===== src/design/pwr_seq_map.svh =====
// register map and timing constants for the power-down wake sequencer
`ifndef PWR_SEQ_MAP_SVH
`define PWR_SEQ_MAP_SVH
// ============================================================
// register byte offsets
`define WAKE_INT_CTRL_OFS   16'hff94
`define PWR_MISC_CTRL_OFS   16'hfff1
`define SEQ_STATUS_OFS      16'hff98
// ============================================================
// field positions
`define WAKE_ROUTE_SEL_BIT  7
`define KP_IRQ_EN_BIT       1
`define KP_IRQ_FLAG_BIT     0
`define PWR_DOWN_REQ_BIT    7
// ============================================================
// reset values
`define WAKE_INT_CTRL_RST   8'h00
`define PWR_MISC_CTRL_RST   8'h00
// ============================================================
// timing counts in cpu clock cycles
`define GRACE_CYCLES        32
`define SETTLE_CYCLES       512
`endif


===== src/design/pwr_seq_pkg.sv =====
// types shared by the power-down wake sequencer
package pwr_seq_pkg;
  // ============================================================
  // sequencer states, one-hot
  typedef enum logic [4:0] {
    ST_RUN    = 5'b00001,
    ST_GRACE  = 5'b00010,
    ST_DOWN   = 5'b00100,
    ST_SETTLE = 5'b01000,
    ST_WAKE   = 5'b10000
  } seq_state_e;
endpackage


===== src/design/power_down_wake_sequencer.sv =====
// power-down wake sequencer with ahb-lite register slave
// Function
// supply or switch on: standby
// no supply, switch off: converter off
// standby gates core, clocks, peripherals
// wait 32 cycles before analog shutdown
// grace over: oscillator, pll, reference, bias off
// software uses only the request bit
// software sets route select first
// user, card, keypad irqs wake, ored
// wake restores power and clocks
// count 512 cycles, then raise wake irq
// route select steers keypad, card to wake_interrupt_line; code raises the line for them only after a wake from down, never while running
// reading wake control clears route select
// request bit overrides per-block power bits
// settle counter restarts, idle while down
`include "pwr_seq_map.svh"
`timescale 1ns/1ps
`default_nettype none
module power_down_wake_sequencer
  import pwr_seq_pkg::*;
#(
  parameter int GRACE  = `GRACE_CYCLES,
  parameter int SETTLE = `SETTLE_CYCLES
) (
  // clock and reset
  input  wire logic        hclk,
  input  wire logic        hresetn,
  // ahb-lite slave
  input  wire logic        hsel,
  input  wire logic [15:0] haddr,
  input  wire logic [1:0]  htrans,
  input  wire logic        hwrite,
  input  wire logic [2:0]  hsize,
  input  wire logic        hready,
  input  wire logic [31:0] hwdata,
  output logic      [31:0] hrdata,
  output logic             hreadyout,
  output logic             hresp,
  // supply and switch state, asynchronous
  input  wire logic        bus_supply,
  input  wire logic        switch_on,
  // wake sources, asynchronous
  input  wire logic [7:0]  user_io_pins,
  input  wire logic        card_irq,
  input  wire logic        keypad_irq,
  // per-block power controls from other registers
  input  wire logic [7:0]  block_power_en,
  // power and clock controls
  output logic             core_clock_en,
  output logic             periph_clock_en,
  output logic             analog_en,
  output logic             converter_en,
  output logic [7:0]       block_power_gated,
  output logic             standby_mode,
  output logic             off_mode,
  // interrupt lines to the cpu
  output logic             wake_interrupt_line,
  output logic             card_irq_out,
  output logic             keypad_irq_out
);
  // ============================================================
  // synchronisers: three stages, change taken when stages 2 and 3 agree
  logic [10:0] sync1_reg, sync2_reg, sync3_reg, filt_reg;
  logic [10:0] raw;
  assign raw = {bus_supply, switch_on, card_irq, keypad_irq, user_io_pins[6:0]};
  logic        usr7_s1_reg, usr7_s2_reg, usr7_s3_reg, usr7_reg;

  // sampling chain
  always_ff @(posedge hclk or negedge hresetn) begin
    if (!hresetn) begin
      sync1_reg <= 11'h000;
      sync2_reg <= 11'h000;
      sync3_reg <= 11'h000;
      usr7_s1_reg <= 1'b0;
      usr7_s2_reg <= 1'b0;
      usr7_s3_reg <= 1'b0;
    end else begin
      sync1_reg <= raw;
      sync2_reg <= sync1_reg;
      sync3_reg <= sync2_reg;
      usr7_s1_reg <= user_io_pins[7];
      usr7_s2_reg <= usr7_s1_reg;
      usr7_s3_reg <= usr7_s2_reg;
    end
  end

  // filtered levels: update only on agreement
  always_ff @(posedge hclk or negedge hresetn) begin
    if (!hresetn) begin
      filt_reg <= 11'h000;
      usr7_reg <= 1'b0;
    end else begin
      for (int i = 0; i < 11; i++) begin
        if (sync2_reg[i] == sync3_reg[i]) begin
          filt_reg[i] <= sync3_reg[i];
        end
      end
      if (usr7_s2_reg == usr7_s3_reg) begin
        usr7_reg <= usr7_s3_reg;
      end
    end
  end

  logic       supply_s, sw_on_s, card_s, kp_s;
  logic [7:0] usr_s;
  assign supply_s = filt_reg[10];
  assign sw_on_s  = filt_reg[9];
  assign card_s   = filt_reg[8];
  assign kp_s     = filt_reg[7];
  assign usr_s    = {usr7_reg, filt_reg[6:0]};

  // ============================================================
  // ahb-lite address phase capture
  logic        wr_pend_reg, rd_pend_reg;
  logic [15:0] addr_reg;
  logic        take;
  assign take = hsel && hready && htrans[1];

  always_ff @(posedge hclk or negedge hresetn) begin
    if (!hresetn) begin
      wr_pend_reg <= 1'b0;
      rd_pend_reg <= 1'b0;
      addr_reg    <= 16'h0000;
    end else begin
      wr_pend_reg <= take && hwrite;
      rd_pend_reg <= take && !hwrite;
      if (take) begin
        addr_reg <= haddr;
      end
    end
  end

  // zero wait states, always okay
  assign hreadyout = 1'b1;
  assign hresp     = 1'b0;

  function automatic logic hit(input logic [15:0] a, input logic [15:0] ofs);
    hit = (a[15:2] == ofs[15:2]);
  endfunction

  logic wr_wake, wr_misc, rd_wake;
  assign wr_wake = wr_pend_reg && hit(addr_reg, `WAKE_INT_CTRL_OFS);
  assign wr_misc = wr_pend_reg && hit(addr_reg, `PWR_MISC_CTRL_OFS);
  // read decoded in address phase so the clear lands with the data
  assign rd_wake = take && !hwrite && hit(haddr, `WAKE_INT_CTRL_OFS);

  // ============================================================
  // registers
  logic [7:0]  wake_interrupt_control_reg;
  logic [7:0]  power_misc_control_reg;
  seq_state_e  state_reg;
  logic        wake_route_select;
  logic        power_down_request;
  logic        kp_flag_set;
  assign wake_route_select  = wake_interrupt_control_reg[`WAKE_ROUTE_SEL_BIT];
  assign power_down_request = power_misc_control_reg[`PWR_DOWN_REQ_BIT];

  // keypad flag raised on synchronised keypad level
  assign kp_flag_set = kp_s;

  // wake control register
  always_ff @(posedge hclk or negedge hresetn) begin
    if (!hresetn) begin
      wake_interrupt_control_reg <= `WAKE_INT_CTRL_RST;
    end else begin
      if (wr_wake) begin
        wake_interrupt_control_reg[`WAKE_ROUTE_SEL_BIT] <= hwdata[`WAKE_ROUTE_SEL_BIT];
        wake_interrupt_control_reg[`KP_IRQ_EN_BIT]      <= hwdata[`KP_IRQ_EN_BIT];
        if (!kp_flag_set) begin
          wake_interrupt_control_reg[`KP_IRQ_FLAG_BIT] <= hwdata[`KP_IRQ_FLAG_BIT];
        end
      end
      // a read taken behind a write still clears the route bit: both land on the
      // same edge, and the clear is assigned after the write here, so it wins
      if (rd_wake) begin
        wake_interrupt_control_reg[`WAKE_ROUTE_SEL_BIT] <= 1'b0;
      end
      // set wins over a software clear
      if (kp_flag_set) begin
        wake_interrupt_control_reg[`KP_IRQ_FLAG_BIT] <= 1'b1;
      end
    end
  end

  // misc control register; request bit dropped by hardware on wake
  logic wake_event;
  always_ff @(posedge hclk or negedge hresetn) begin
    if (!hresetn) begin
      power_misc_control_reg <= `PWR_MISC_CTRL_RST;
    end else if (state_reg == ST_DOWN && wake_event) begin
      power_misc_control_reg[`PWR_DOWN_REQ_BIT] <= 1'b0;
    end else if (wr_misc) begin
      power_misc_control_reg <= {hwdata[7], 5'b0_0000, hwdata[1:0]};
    end
  end

  // ============================================================
  // wake merge: user pins always, keypad and card when routed
  assign wake_event = (|usr_s) || (wake_route_select && (card_s || kp_s));

  // ============================================================
  // sequencer
  localparam int GW = $clog2(GRACE + 1);
  localparam int SW = $clog2(SETTLE + 1);
  logic [GW-1:0] grace_cnt_reg;
  logic [SW-1:0] settle_cnt_reg;
  logic          off_path_reg;

  // state transitions
  always_ff @(posedge hclk or negedge hresetn) begin
    if (!hresetn) begin
      state_reg <= ST_RUN;
    end else begin
      case (state_reg)
        ST_RUN: begin
          if (power_down_request) state_reg <= ST_GRACE;
        end
        ST_GRACE: begin
          if (grace_cnt_reg == GW'(GRACE - 1)) state_reg <= ST_DOWN;
        end
        ST_DOWN: begin
          if (wake_event) state_reg <= ST_SETTLE;
        end
        ST_SETTLE: begin
          if (settle_cnt_reg == SW'(SETTLE - 1)) state_reg <= ST_WAKE;
        end
        ST_WAKE: begin
          if (rd_wake || !wake_event) state_reg <= ST_RUN;
        end
        default: state_reg <= ST_RUN;
      endcase
    end
  end

  // grace counter, counts only inside the grace window
  always_ff @(posedge hclk or negedge hresetn) begin
    if (!hresetn) begin
      grace_cnt_reg <= '0;
    end else if (state_reg == ST_GRACE) begin
      grace_cnt_reg <= grace_cnt_reg + GW'(1);
    end else begin
      grace_cnt_reg <= '0;
    end
  end

  // settle counter: cleared while down, runs only once clocks restart
  always_ff @(posedge hclk or negedge hresetn) begin
    if (!hresetn) begin
      settle_cnt_reg <= '0;
    end else if (state_reg == ST_SETTLE) begin
      settle_cnt_reg <= settle_cnt_reg + SW'(1);
    end else begin
      settle_cnt_reg <= '0;
    end
  end

  // off or standby decided at the end of the grace window
  always_ff @(posedge hclk or negedge hresetn) begin
    if (!hresetn) begin
      off_path_reg <= 1'b0;
    end else if (state_reg == ST_GRACE) begin
      off_path_reg <= !supply_s && !sw_on_s;
    end
  end

  // ============================================================
  // power and clock outputs, registered
  logic down;
  assign down = (state_reg == ST_DOWN);

  always_ff @(posedge hclk or negedge hresetn) begin
    if (!hresetn) begin
      core_clock_en       <= 1'b1;
      periph_clock_en     <= 1'b1;
      analog_en           <= 1'b1;
      converter_en        <= 1'b1;
      block_power_gated   <= 8'h00;
      standby_mode        <= 1'b0;
      off_mode            <= 1'b0;
      wake_interrupt_line <= 1'b0;
      card_irq_out        <= 1'b0;
      keypad_irq_out      <= 1'b0;
    end else begin
      core_clock_en       <= !down;
      periph_clock_en     <= !down;
      analog_en           <= !down;
      converter_en        <= !(down && off_path_reg);
      // request overrides individual enables until a wake event drops the request bit
      block_power_gated   <= power_down_request ? 8'h00 : block_power_en;
      standby_mode        <= down && !off_path_reg;
      off_mode            <= down && off_path_reg;
      // hold off until settled; pins wake the cpu normally too when running
      wake_interrupt_line <= (state_reg == ST_WAKE) ||
                             (state_reg == ST_RUN && (|usr_s));
      card_irq_out        <= card_s && !wake_route_select;
      keypad_irq_out      <= kp_s && !wake_route_select &&
                             wake_interrupt_control_reg[`KP_IRQ_EN_BIT];
    end
  end

  // ============================================================
  // read views: a write still in its data phase is forwarded, so a read
  // issued right behind it returns the new value, not the stale one
  logic [7:0] wake_view;
  logic [7:0] misc_view;

  // wake control as the next read must see it
  always_comb begin
    wake_view = wake_interrupt_control_reg;
    if (wr_wake) begin
      wake_view[`WAKE_ROUTE_SEL_BIT] = hwdata[`WAKE_ROUTE_SEL_BIT];
      wake_view[`KP_IRQ_EN_BIT]      = hwdata[`KP_IRQ_EN_BIT];
      if (!kp_flag_set) begin
        wake_view[`KP_IRQ_FLAG_BIT] = hwdata[`KP_IRQ_FLAG_BIT];
      end
    end
  end

  // misc control as the next read must see it; unused bits stay zero
  always_comb begin
    misc_view = power_misc_control_reg;
    if (wr_misc) begin
      misc_view = {hwdata[7], 5'b0_0000, hwdata[1:0]};
    end
  end

  // ============================================================
  // read data, registered in address phase
  always_ff @(posedge hclk or negedge hresetn) begin
    if (!hresetn) begin
      hrdata <= 32'h0000_0000;
    end else if (take && !hwrite) begin
      if (hit(haddr, `WAKE_INT_CTRL_OFS)) begin
        hrdata <= {24'h00_0000, wake_view[7], 5'b0_0000, wake_view[1:0]};
      end else if (hit(haddr, `PWR_MISC_CTRL_OFS)) begin
        hrdata <= {24'h00_0000, misc_view};
      end else if (hit(haddr, `SEQ_STATUS_OFS)) begin
        hrdata <= {25'h000_0000, off_path_reg, 1'b0, state_reg};
      end else begin
        hrdata <= 32'h0000_0000;
      end
    end
  end
endmodule
`default_nettype wire


===== config.mk =====
export PLATFORM = sky130hd
export DESIGN_NAME = power_down_wake_sequencer
export DESIGN_NICKNAME = d
export VERILOG_FILES = /design/src/design/pwr_seq_pkg.sv /design/src/design/power_down_wake_sequencer.sv
export VERILOG_INCLUDE_DIRS = /design/src /design/src/design
export SDC_FILE = /design/constraint.sdc
export NUM_CORES = 1
export LEC_CHECK = 0
export BUFFER_PORTS_ARGS = -buffer_cell sky130_fd_sc_hd__buf_2
export CORE_MARGIN = 2
export CORE_UTILIZATION = 39
export DETAILED_ROUTE_END_ITERATION = 8
export GPL_ROUTABILITY_DRIVEN = 0
export SYNTH_ARGS = -nofsm -noshare
export SYNTH_HDL_FRONTEND = slang
export SYNTH_SLANG_ARGS = --single-unit
export TNS_END_PERCENT = 50

===== constraint.sdc =====
create_clock -name hclk -period 3 [get_ports hclk]
set_input_delay 0.45 -clock hclk [delete_from_list [all_inputs] [get_ports hclk]]
set_output_delay 0.45 -clock hclk [all_outputs]
set_load 0.1 [all_outputs]

== Yosys cells after proc, flatten, opt, wreduce, memory -nomap -nowiden ==
Cells that the tools add are included.
W data, S select, Z words.

* Register bits after elaboration: 145
* Bits in latches: 0
* Memory bits (writable): 0
* ROM bits: 0
* Input port bits: 78
* Output and inout port bits: 51
* Logic and storage cells: 117
* Memories kept: 0

* $add $sub $neg: 2
* Multiply operators: 0
* Divide/modulo/power cells: 0
* Magnitude comparators: 0
* Eq/ne operators: 29
* Shifts and indexed selects: 0
* Mux-type cells: 19
* Bitwise logic cells: 0
* Reductions and logical operators: 30

{| class="wikitable"
|+ Operators by type and width
! cell !! number
|-
| $eq A14 B14 Y1 const B || 5
|-
| $mux W8 || 4
|-
| $mux W5 || 5
|-
| $pmux W5 S5 || 1
|-
| $logic_and A1 B1 Y1 || 16
|-
| $eq A1 B1 Y1 || 12
|-
| $add A10 B1 Y10 const B || 1
|-
| $eq A10 B9 Y1 const B || 1
|-
| $mux W10 || 1
|-
| $ne A2 B2 Y1 const B || 5
|-
| $logic_not A1 Y1 || 8
|-
| $reduce_or A8 Y1 || 1
|-
| $mux W7 || 1
|-
| $add A6 B1 Y6 const B || 1
|-
| $eq A6 B5 Y1 const B || 1
|-
| $mux W6 || 1
|-
| $eq A5 B1 Y1 const B || 1
|-
| $eq A5 B2 Y1 const B || 1
|-
| $eq A5 B3 Y1 const B || 1
|-
| $eq A5 B4 Y1 const B || 1
|-
| $eq A5 B5 Y1 const B || 1
|-
| $mux W1 || 5
|-
| $reduce_and A5 Y1 || 1
|-
| $logic_or A1 B1 Y1 || 4
|-
| $mux W2 || 1
|}

== Depth between registers and ports, before layout ==
Gate-level depths: netlist of the first run.

* Word-level depth: 7
* Depth in mapped cells: 6
* Gate-level depth less buffers: 6

== Least setup slack after synthesis of the first run ==
No wires, ideal clock.

* Path kind: register to register
* From: register filt_reg[5]
* To: register power_misc_control_reg[0]
* Library setup time: 0.125 ns
* Data arrival time: 1.749 ns
* Data required time: 2.875 ns
* Path slack: 1.126 ns
* Cell stages (with the launch flop): 6
* Clock period less this slack: 1.874 ns
* Path through: dfrtp_1 > or4_1 > nor2_1 > a21oi_1 > and2b_1 > mux2_2

* Longest elaborated chain between the ends: 3

{| class="wikitable"
|+ RTL lines
! element !! line !! RTL
|-
| start, declared || power_down_wake_sequencer.sv:64 || <nowiki>logic [10:0] sync1_reg, sync2_reg, sync3_reg, filt_reg;</nowiki>
|-
| start signal, assigned by index || power_down_wake_sequencer.sv:96 || <nowiki>filt_reg[i] <= sync3_reg[i];</nowiki>
|-
| $reduce_or A8 Y1 || power_down_wake_sequencer.sv:200 || <nowiki>assign wake_event = (|usr_s) || (wake_route_select && (card_s || kp_s));</nowiki>
|-
| $logic_or A1 B1 Y1 || power_down_wake_sequencer.sv:200 ||
|-
| $logic_and A1 B1 Y1 || power_down_wake_sequencer.sv:191 || <nowiki>end else if (state_reg == ST_DOWN && wake_event) begin</nowiki>
|-
| end signal, assigned || power_down_wake_sequencer.sv:190 || <nowiki>power_misc_control_reg <= `PWR_MISC_CTRL_RST;</nowiki>
|-
| end signal, assigned || power_down_wake_sequencer.sv:194 || <nowiki>power_misc_control_reg <= {hwdata[7], 5'b0_0000, hwdata[1:0]};</nowiki>
|-
| end, declared || power_down_wake_sequencer.sv:151 || <nowiki>logic [7:0] power_misc_control_reg;</nowiki>
|}

No other way between the ends.
A chain may end at the register's enable or synchronous reset.

== Final worst setup path of the first run ==
Ends and elaborated chain as after synthesis.

==> results of run 1 <==
power breakdown:
group	total, W	switching [W]	internal [W]
clock network	0.00221	0.000730	0.00148
registers	0.00173	0.0000402	0.00169
logic	0.000346	0.000268	0.0000782
Yosys cell counts, types with 2 or more instances:
master / instances
a21o_1: 5
a21oi_1: 5
a22o_1: 5
and3_1: 2
buf_4: 28
clkbuf_1: 3
conb_1: 2
dfrtp_1: 116
dfstp_2: 3
ha_1: 2
inv_1: 7
maj3_1: 12
mux2_2: 18
mux2i_1: 3
nand2_1: 12
nand2b_1: 2
nand3_1: 10
nand3b_1: 4
nand4_1: 5
nor2_1: 24
nor2b_1: 15
nor3_1: 3
nor4_4: 3
o211ai_1: 2
o21ai_0: 5
o22ai_1: 2
or3_1: 3
or4_1: 2
xnor2_1: 3
xor2_1: 6
final timing paths:
path / slack (ns) / to / startpoint
hold / removal: 0.09 / addr_reg[10] / hresetn
max in group asynchronous: 2.09 / converter_en / hresetn
setup reg to reg: 0.78 / power_misc_control_reg[0] / filt_reg[5]
setup / recovery: 0.78 / power_misc_control_reg[0] / filt_reg[5]
min in group hclk: 0.15 / sync1_reg[6] / user_io_pins[6]
hold reg to reg: 0.35 / sync2_reg[7] / sync1_reg[7]
metrics by stage:
step | hold WS [ns] | power, W | util, %
finish | 0.0900 | 0.00428 | 49.3
global route | 0.130 | 0.00445 | 49.3
CTS | 0.104 | 0.00434 | 49.3
detailed placement | 0.336 | 0.00211 | 43.5
global placement | 0.331 | 0.00210 | 43.5
floorplan | 0.154 | 0.00204 | -
metal layers:
| layer | vias to the layer above | GRT usage (%) | routed length [um] |
|---|---|---|---|
| met2 | 65 | 20.4 | 3580 |
| li1 | 1264 | - | - |
| met4 | 0 | 5.19 | 82 |
| met3 | 6 | 4.95 | 380 |
| met1 | 1319 | 18.4 | 3580 |
| met5 | - | 0 | 0 |
area by class of cell:
type | instances | area, sq um | area share [%]
Clock buffer | 17 | 425 | 7.59
Timing Repair Buffer | 70 | 373 | 6.66
Clock inverter | 15 | 228 | 4.07
Sequential cell | 119 | 2980 | 53.2
Inverter | 7 | 26.3 | 0.469
Multi-Input combinational cell | 199 | 1390 | 24.8
Tap cell | 143 | 179 | 3.19
cell families after synthesis:
logic type / synth area share, %
AND/OR/NAND/NOR: 13.6
buffers and inverters: 5.47
flip-flops: 65.8
multiplexers: 5.14
adder cells (fa/ha/maj): 3.21
other: 0.166
AO/OA/AOI/OAI: 4.86
XOR/XNOR: 1.74
worst register-to-register path, cell delays in order, from the launching register on:
cell	delay (ns)
dfrtp_1	0.38
or4_1	0.54
nor2_1	0.25
a21oi_1	0.15
and2b_1	0.42
mux2_2	0.38
==> reports/qor.yml, run 1 <==
timing:
  setup_viol_count_final: 0
  timing.setup.tns_ns: 0
  finalWorstSetupSlack_ns: 0.781
  drv_slew: 0
  hold_violations: 0
  clock.fmax_mhz: 451
  rsz0062_at_grt: "false"
  min_period_ns: 2.22
  max-slew-margin-rel_pct: 52.8
  clock_skew_ns: 0.00698
  min_period_over_period_pct: 74.0
  worst_pin_slew_ns: 0.708
logic_synthesis:
  netlist.top_cell.by_area: "dfrtp_1"
  ys_types: 50
  ys_seq_area_share_pct: 65.8
  ys.flop_type: "dfrtp_1"
  synth.area.top_cells: "dfrtp_1 (64%), buf_4 (4.6%), mux2_2 (4.5%)"
  syn_inst: 332
  synth_top_area_share_pct: 64.1
  synth.ff_latch_count: 119
  syn-mean-instance-area_sq_um: 13.6
  synth_enable_flop_cells: 0
  async_reset_ff_share_pct: 100
  netlist_area_sq_mm: 0.00453
  ys_warn_count: 0
power:
  p_per_area_mw_per_mm2: 765
  ir_drop_v: 0.000671
  p_leak_nw: 2.65
floorplan:
  initial_core_util_pct: 39.8
  pin_count: 129
  die_h_um: 112
  dieWidth_um: 112
  dieArea_sq_mm: 0.0125
  coreArea_sq_mm: 0.0114
  row_count: 39
placement:
  pre_cts_ws_ns: 0.774
  placedCellCount: 538
  io_buffers: 67
  dpl-instance-area_sq_mm: 0.00495
  hpwl_mm: 5.11
final_layout:
  final_cell_mix: "dfrtp_1 (116), buf_2 (66), conb_1 (26)"
  nFillCells: 1024
  num_antenna_cells: 0
  nets: 494
  final_cells: 570
  largest_reg_flops: 14
  fin_area_sq_mm: 0.00560
  area_growth_pct: 23.7
  drive_above_1_share_pct: 30.9
  layout.cells.most_common: "dfrtp_1"
global_routing:
  grt.total_usage_pct: 13.7
  overflow: 0
  grt_first_pass_wirelength_mm: 13.4
  grt_max_degree: 54
  grt_pass1_vias: 2722
  antenna_found_initial: 0
cts:
  cts.sinks: 119
  cts_root_buf: "clkbuf_16"
  htreeDepth: 4
  cts.repair.resized: 0
  cts_setup_buffers: 0
  clk_pin_slew_ns: 0.06
  clk-insertion-delay-late_ns: 0.41
  hold_buffers: 0
  numCtsBuffers: 17
  cts_tree: "done"
  clock_path_buffers: 2
detailed_routing:
  drc_errors: 0
  antenna_left: 0
  num_vias: 2654
  vias_per_cell: 4.66
  first_pass_iters: 5
  post_drt_wl_per_cell_um: 13.4
  drt-total-wl_mm: 7.62
  drt_iter0_markers: 151
critical_path:
  start_kind: "flop"
  end_kind: "flop"
  path_delay_family: "simple AND/OR/NAND/NOR gates"
  cp_slowest_cell: "or4_1"
  cp_slowest_stage_delay_ns: 0.54
  worst-path-stages: 5
  critPathRequiredTime_ns: 3.29
  r2r_cells: 5
  crit_buf_inv: 0
  critPathMaxFanout: 7
  path_cells: "or4_1, nor2_1, a21oi_1, and2b_1, mux2_2"
  critical_path_class: "flop to flop"
  crit_arrival_ns: 2.51
run:
  cap_violations: 0
run_status:
  status: "finished, final reports clean"
hold_path:
  hold_path.class: "input port to async pin"
Power figures use the tool's default switching activity.
==> inputs of run 2 (changes only) <==
- clock period: 3 -> 2.2 ns (I/O delays scaled with it)
==> run 2 against run 1 <==
Compared with the run above: worst hold slack lost 0.062 ns; first-iteration DRC count decreased by 34%; die area unchanged; design area is 1.6% higher; critical endpoint unchanged; clock skew increased by 0.0023 ns; total power grew 42%; final cell count increased by 0.88%; via count hardly changed; largest power group unchanged; routed wire length is 2.5% higher; largest cell class unchanged; clock-buffer cell count is 2 higher; fmax up 7.6%; highest routed layer unchanged; clock power grew 48%.
==> reports/qor.yml, run 2 (synthesis gave the netlist of run 1 again) <==
run_status:
  status: "finished, final reports clean"  # unchanged
cts:
  cts.repair.resized: 0  # unchanged
  numCtsBuffers: 17  # unchanged
  htreeDepth: 4  # unchanged
  clk-insertion-delay-late_ns: 0.41  # about the same
  cts.sinks: 119  # unchanged
  cts_root_buf: "clkbuf_16"  # unchanged
  clk_pin_slew_ns: 0.05  # was 0.06 ns
  cts_tree: "done"  # unchanged
  clock_path_buffers: 2  # unchanged
power:
  p_per_area_mw_per_mm2: 1070  # was 765 mW/mm^2
  seq_power_share_pct: 38.7  # was 40.4%
  p_leak_nw: 2.70  # was 2.65 nW
  p_int_w: 0.00471  # was 0.00325 W
  combinationalPowerShare_pct: 7.8  # was 8.1%
  ir_drop_v: 0.000708  # was 0.000671 V
  switchingPower_w: 0.00139  # was 0.00104 W
  switching_share_pct: 22.7  # was 24.2%
  p_clk_share_pct: 53.4  # was 51.5%
hold_path:
  hold_path.class: "input port to flop"  # was input port to async pin
detailed_routing:
  drt-total-wl_mm: 7.82  # was 7.62 mm
  drc_errors: 0  # unchanged
  post_drt_wl_per_cell_um: 13.6  # was 13.4 um
  first_pass_iters: 4  # was 5
  antenna_left: 0  # unchanged
  drt_iter0_markers: 99  # was 151
  num_vias: 2653  # was 2654
  vias_per_cell: 4.61  # was 4.66
final_layout:
  largest_reg_flops: 14  # unchanged
  layout.cells.most_common: "dfrtp_1"  # unchanged
  multi_input_area_sq_mm: 0.00139  # unchanged
  final_cell_mix: "dfrtp_1 (116), buf_2 (66), conb_1 (26)"  # unchanged
  seq_area_sq_mm: 0.00298  # unchanged
  num_antenna_cells: 0  # unchanged
  nFillCells: 995  # was 1024
  final_util_pct: 50.0  # was 49.3%
  nets: 499  # was 494
  area_growth_pct: 25.7  # was 23.7%
  drive_above_1_share_pct: 31.5  # was 30.9%
timing:
  worst_pin_slew_ns: 0.694  # was 0.708 ns
  min_period_ns: 2.06  # was 2.22 ns
  max-slew-margin-rel_pct: 53.6  # was 52.8%
  clock.fmax_mhz: 485  # was 451 MHz
  setup_viol_count_final: 0  # unchanged
  rsz0062_at_grt: "false"  # unchanged
  min_period_over_period_pct: 93.7  # was 74.0%
  whs_ns: 0.0278  # was 0.0900 ns
  drv_slew: 0  # unchanged
  timing.setup.tns_ns: 0  # unchanged
  hold_violations: 0  # unchanged
  clock_skew_ns: 0.00928  # was 0.00698 ns
global_routing:
  grt_max_degree: 47  # was 54
  antenna_found_initial: 0  # unchanged
  grt.total_usage_pct: 13.7  # about the same
  grt_first_pass_wirelength_mm: 13.3  # was 13.4 mm
  grt_pass1_vias: 2777  # was 2722
  overflow: 0  # unchanged
floorplan:
  dieArea_sq_mm: 0.0125  # unchanged
  coreArea_sq_mm: 0.0114  # unchanged
  initial_core_util_pct: 39.8  # unchanged
  die_h_um: 112  # unchanged
  pin_count: 129  # unchanged
  row_count: 39  # unchanged
  dieWidth_um: 112  # unchanged
critical_path:
  crit_buf_inv: 0  # unchanged
  critPathMaxFanout: 3  # was 7
  critPathRequiredTime_ns: 2.49  # was 3.29 ns
  critical_path_class: "flop to flop"  # unchanged
  crit_arrival_ns: 2.35  # was 2.51 ns
  start_kind: "flop"  # unchanged
  path_cells: "or4_1, nor2_1, a21oi_1, and2b_1, mux2_2"  # unchanged
  end_kind: "flop"  # unchanged
  cp_slowest_cell: "or4_1"  # unchanged
  cp_slowest_stage_delay_ns: 0.54  # about the same
  path_delay_family: "simple AND/OR/NAND/NOR gates"  # unchanged
placement:
  hpwl_mm: 5.42  # was 5.11 mm
  io_buffers: 67  # unchanged
run:
  cap_violations: 0  # unchanged
==> run 2: cell count changes in the layout (fill, tap and decap cells not counted) <==
cell,change
inv_6,-1
clkinv_2,+1
dlygate4sd3_1,+1
clkbuf_8,+2
clkinv_4,-4
buf_4,+4
bufinv_16,+2
==> run 2: final timing paths <==
check,startpoint,to,slack (ns),cells after the start
setup / recovery,filt_reg[5],power_misc_control_reg[0],0.14,5
min in group asynchronous,hresetn,wr_pend_reg,0.49,2
max in group asynchronous,hresetn,converter_en,0.96,3
hold reg to reg,sync1_reg[10],sync2_reg[10],0.34,0
setup reg to reg,filt_reg[5],power_misc_control_reg[0],0.14,5
hold / removal,user_io_pins[7],usr7_s1_reg,0.03,1
==> run 2: power by group through the flow <==
stage / clock network, W / logic, W / registers (W)
3_3_place_gp: 0 / 0.000474 / 0.00239
5_1_grt: 0.00343 / 0.000507 / 0.00237
6_report: 0.00326 / 0.000478 / 0.00236
2_1_floorplan: 0 / 0.000324 / 0.00245
3_5_place_dp: 0 / 0.000482 / 0.00240
4_1_cts: 0.00332 / 0.000484 / 0.00236
==> run 2: layer usage <==
| layer | track usage [%] | share of wire, % | vias to the layer above |
|---|---|---|---|
| met1 | 17.2 | 46 | 1311 |
| li1 | - | - | 1269 |
| met3 | 6.04 | 5.2 | 7 |
| met4 | 4.69 | 1.0 | 0 |
| met5 | 0 | 0 | - |
| met2 | 21.3 | 48 | 66 |
==> run 2: what timing repair did <==
item,in CTS,in global routing
hold buffers,1,0
hold endpoints to repair,41,0
buffers inserted,0,0
==> run 2: layout make-up <==
type,count,share of cell area (%)
Clock inverter,13,4.38
Inverter,7,0.462
Timing Repair Buffer,75,7.26
Sequential cell,119,52.4
Tap cell,143,3.14
Multi-Input combinational cell,199,24.4
Clock buffer,19,7.96
==> run 2: metrics by stage <==
stage	setup WS [ns]	power, W	cell area (sq um)	std cells
2_1_floorplan	0.326	0.00278	4620	356
3_3_place_gp	0.167	0.00287	4980	542
3_5_place_dp	0.134	0.00288	4980	542
4_1_cts	0.131	0.00616	5690	575
5_1_grt	0.0230	0.00631	5690	575
6_report	0.139	0.00609	5690	575
==> run 2: worst reg2reg max path, cell delays in order, from the launching register on <==
cell	delay, ns
dfrtp_1	0.37
or4_1	0.54
nor2_1	0.27
a21oi_1	0.15
and2b_1	0.27
mux2_2	0.34
==> inputs of run 3 (changes only) <==
- GPL_TIMING_DRIVEN: unset -> 0
==> run 3 against run 2 <==
Compared with the run above: clock-buffer cell count stayed put; flip-flop and latch count unchanged; sequential share of layout area down 0.87 points; final cell count increased by 4.3%; first-iteration DRC count grew 16%; design area grew 1.7%; critical path type unchanged; critical endpoint is now power_misc_control_reg[1].
==> reports/qor.yml, run 3 (synthesis gave the netlist of run 1 again) <==
final_layout:
  final_cell_mix: "dfrtp_1 (116), buf_2 (66), buf_4 (28)"  # was dfrtp_1 (116), buf_2 (66), conb_1 (26)
  nFillCells: 1012  # was 995
  drive_above_1_share_pct: 35.0  # was 31.5%
  num_antenna_cells: 0  # unchanged
  nets: 524  # was 499
  area_growth_pct: 27.8  # was 25.7%
  layout.cells.most_common: "dfrtp_1"  # unchanged
  final_util_pct: 50.9  # was 50.0%
  fin_area_sq_mm: 0.00579  # was 0.00569 sq mm
  largest_reg_flops: 14  # unchanged
global_routing:
  grt_pass1_vias: 2869  # was 2777
  grt.total_usage_pct: 13.8  # was 13.7%
  overflow: 0  # unchanged
  grt_first_pass_wirelength_mm: 13.4  # was 13.3 mm
  antenna_found_initial: 0  # unchanged
  grt_max_degree: 66  # was 47
run:
  cap_violations: 0  # unchanged
detailed_routing:
  drt_iter0_markers: 115  # was 99
  antenna_left: 0  # unchanged
  num_vias: 2723  # was 2653
  vias_per_cell: 4.54  # was 4.61
  post_drt_wl_per_cell_um: 12.9  # was 13.6 um
  drt-total-wl_mm: 7.73  # was 7.82 mm
  first_pass_iters: 4  # unchanged
  drc_errors: 0  # unchanged
floorplan:
  row_count: 39  # unchanged
  coreArea_sq_mm: 0.0114  # unchanged
  die_h_um: 112  # unchanged
  initial_core_util_pct: 39.8  # unchanged
  dieArea_sq_mm: 0.0125  # unchanged
  dieWidth_um: 112  # unchanged
  pin_count: 129  # unchanged
timing:
  drv_slew: 0  # unchanged
  worst_pin_slew_ns: 0.560  # was 0.694 ns
  setup_viol_count_final: 0  # unchanged
  clock.fmax_mhz: 484  # was 485 MHz
  min_period_over_period_pct: 93.9  # was 93.7%
  hold_violations: 0  # unchanged
  rsz0062_at_grt: "false"  # unchanged
  max-slew-margin-rel_pct: 62.7  # was 53.6%
  clock_skew_ns: 0.00540  # was 0.00928 ns
  min_period_ns: 2.07  # was 2.06 ns
  whs_ns: 0.0303  # was 0.0278 ns
cts:
  cts_root_buf: "clkbuf_16"  # unchanged
  cts_tree: "done"  # unchanged
  clk-insertion-delay-late_ns: 0.40  # was 0.41 ns
  numCtsBuffers: 17  # unchanged
  cts.sinks: 119  # unchanged
  clock_path_buffers: 2  # unchanged
  htreeDepth: 4  # unchanged
  clk_pin_slew_ns: 0.05  # about the same
placement:
  hpwl_mm: 5.36  # was 5.42 mm
  dpl-instance-area_sq_mm: 0.00517  # was 0.00498 sq mm
  io_buffers: 67  # unchanged
critical_path:
  start_kind: "flop"  # unchanged
  r2r_end: "power_misc_control_reg[1]"  # was power_misc_control_reg[0]
  r2r_cells: 5  # unchanged
  end_kind: "flop"  # unchanged
  r2r-start: "filt_reg[5]"  # unchanged
  critical_path_class: "flop to flop"  # unchanged
  crit_arrival_ns: 2.35  # about the same
  critPathRequiredTime_ns: 2.48  # was 2.49 ns
  r2r_slack_ns: 0.13  # was 0.14 ns
  critPathMaxFanout: 7  # was 3
hold_path:
  min_from: "user_io_pins[5]"  # was user_io_pins[7]
  min_to: "sync1_reg[5]"  # was usr7_s1_reg
  hold_path.class: "input port to flop"  # unchanged
  whs_path_depth: 1  # unchanged
power:
  ir_drop_v: 0.000548  # was 0.000708 V
  p_leak_nw: 2.78  # was 2.70 nW
  p_per_area_mw_per_mm2: 977  # was 1070 mW/mm^2
  p_total_w: 0.00566  # was 0.00609 W
run_status:
  status: "finished, final reports clean"  # unchanged
-- run 3: power breakdown --
part           leakage, nW  switching (W)  total [W]  internal, W
combinational         1.01       0.000371   0.000512     0.000140
clock                0.291       0.000953    0.00278      0.00183
sequential            1.48      0.0000550    0.00236      0.00231
-- run 3: critical path, stage by stage (launching register included) --
cell     delay [ns]
dfrtp_1        0.37
or4_1          0.56
nor2_2         0.20
a21oi_1        0.12
and2b_2        0.34
mux2_2         0.35
-- run 3: area by class of cell --
type | instances | area [sq um] | area share, %
multi-input cells | 199 | 1390 | 24.1
clock inverters | 13 | 154 | 2.66
repair buffers | 69 | 379 | 6.55
well taps | 143 | 179 | 3.09
inverters | 7 | 26.3 | 0.454
flip-flops and latches | 119 | 2980 | 51.5
clock buffers | 19 | 453 | 7.83
plain buffers | 31 | 221 | 3.83
-- run 3: worst max path at each step --
stage,to,cells after the start,start
after detailed placement,power_misc_control_reg[1],5,filt_reg[5]
after global routing,power_misc_control_reg[1],4,addr_reg[3]
after CTS,power_misc_control_reg[1],5,filt_reg[5]
final,power_misc_control_reg[1],5,filt_reg[5]
after global placement,sync1_reg[10],1,hresetn
after floorplan,power_misc_control_reg[0],5,filt_reg[5]
-- run 3: layer usage --
metal / routed length, um / up-vias / track usage, %
met5: 0 / - / 0
met4: 116 / 0 / 6.42
met3: 460 / 11 / 6.42
met2: 3820 / 67 / 21.6
met1: 3340 / 1317 / 16.3
li1: - / 1328 / -
-- run 3: timing repair --
item                                    4_1_cts  5_1_grt
endpoints found under the hold margin        51        0
endpoints found under the setup margin        2        1
hold buffers                                  1        0
resized for setup                             1        1
setup buffers                                 0        0
-- run 3: through the flow --
step                      setup WS (ns)  cells  setup TNS [ns]
after global placement           -0.638    566          -73.24
after global routing             0.0423    600               0
final                             0.135    600               0
after detailed placement        -0.0282    567         -0.0533
after CTS                        0.0470    600               0
after floorplan                   0.326    356               0
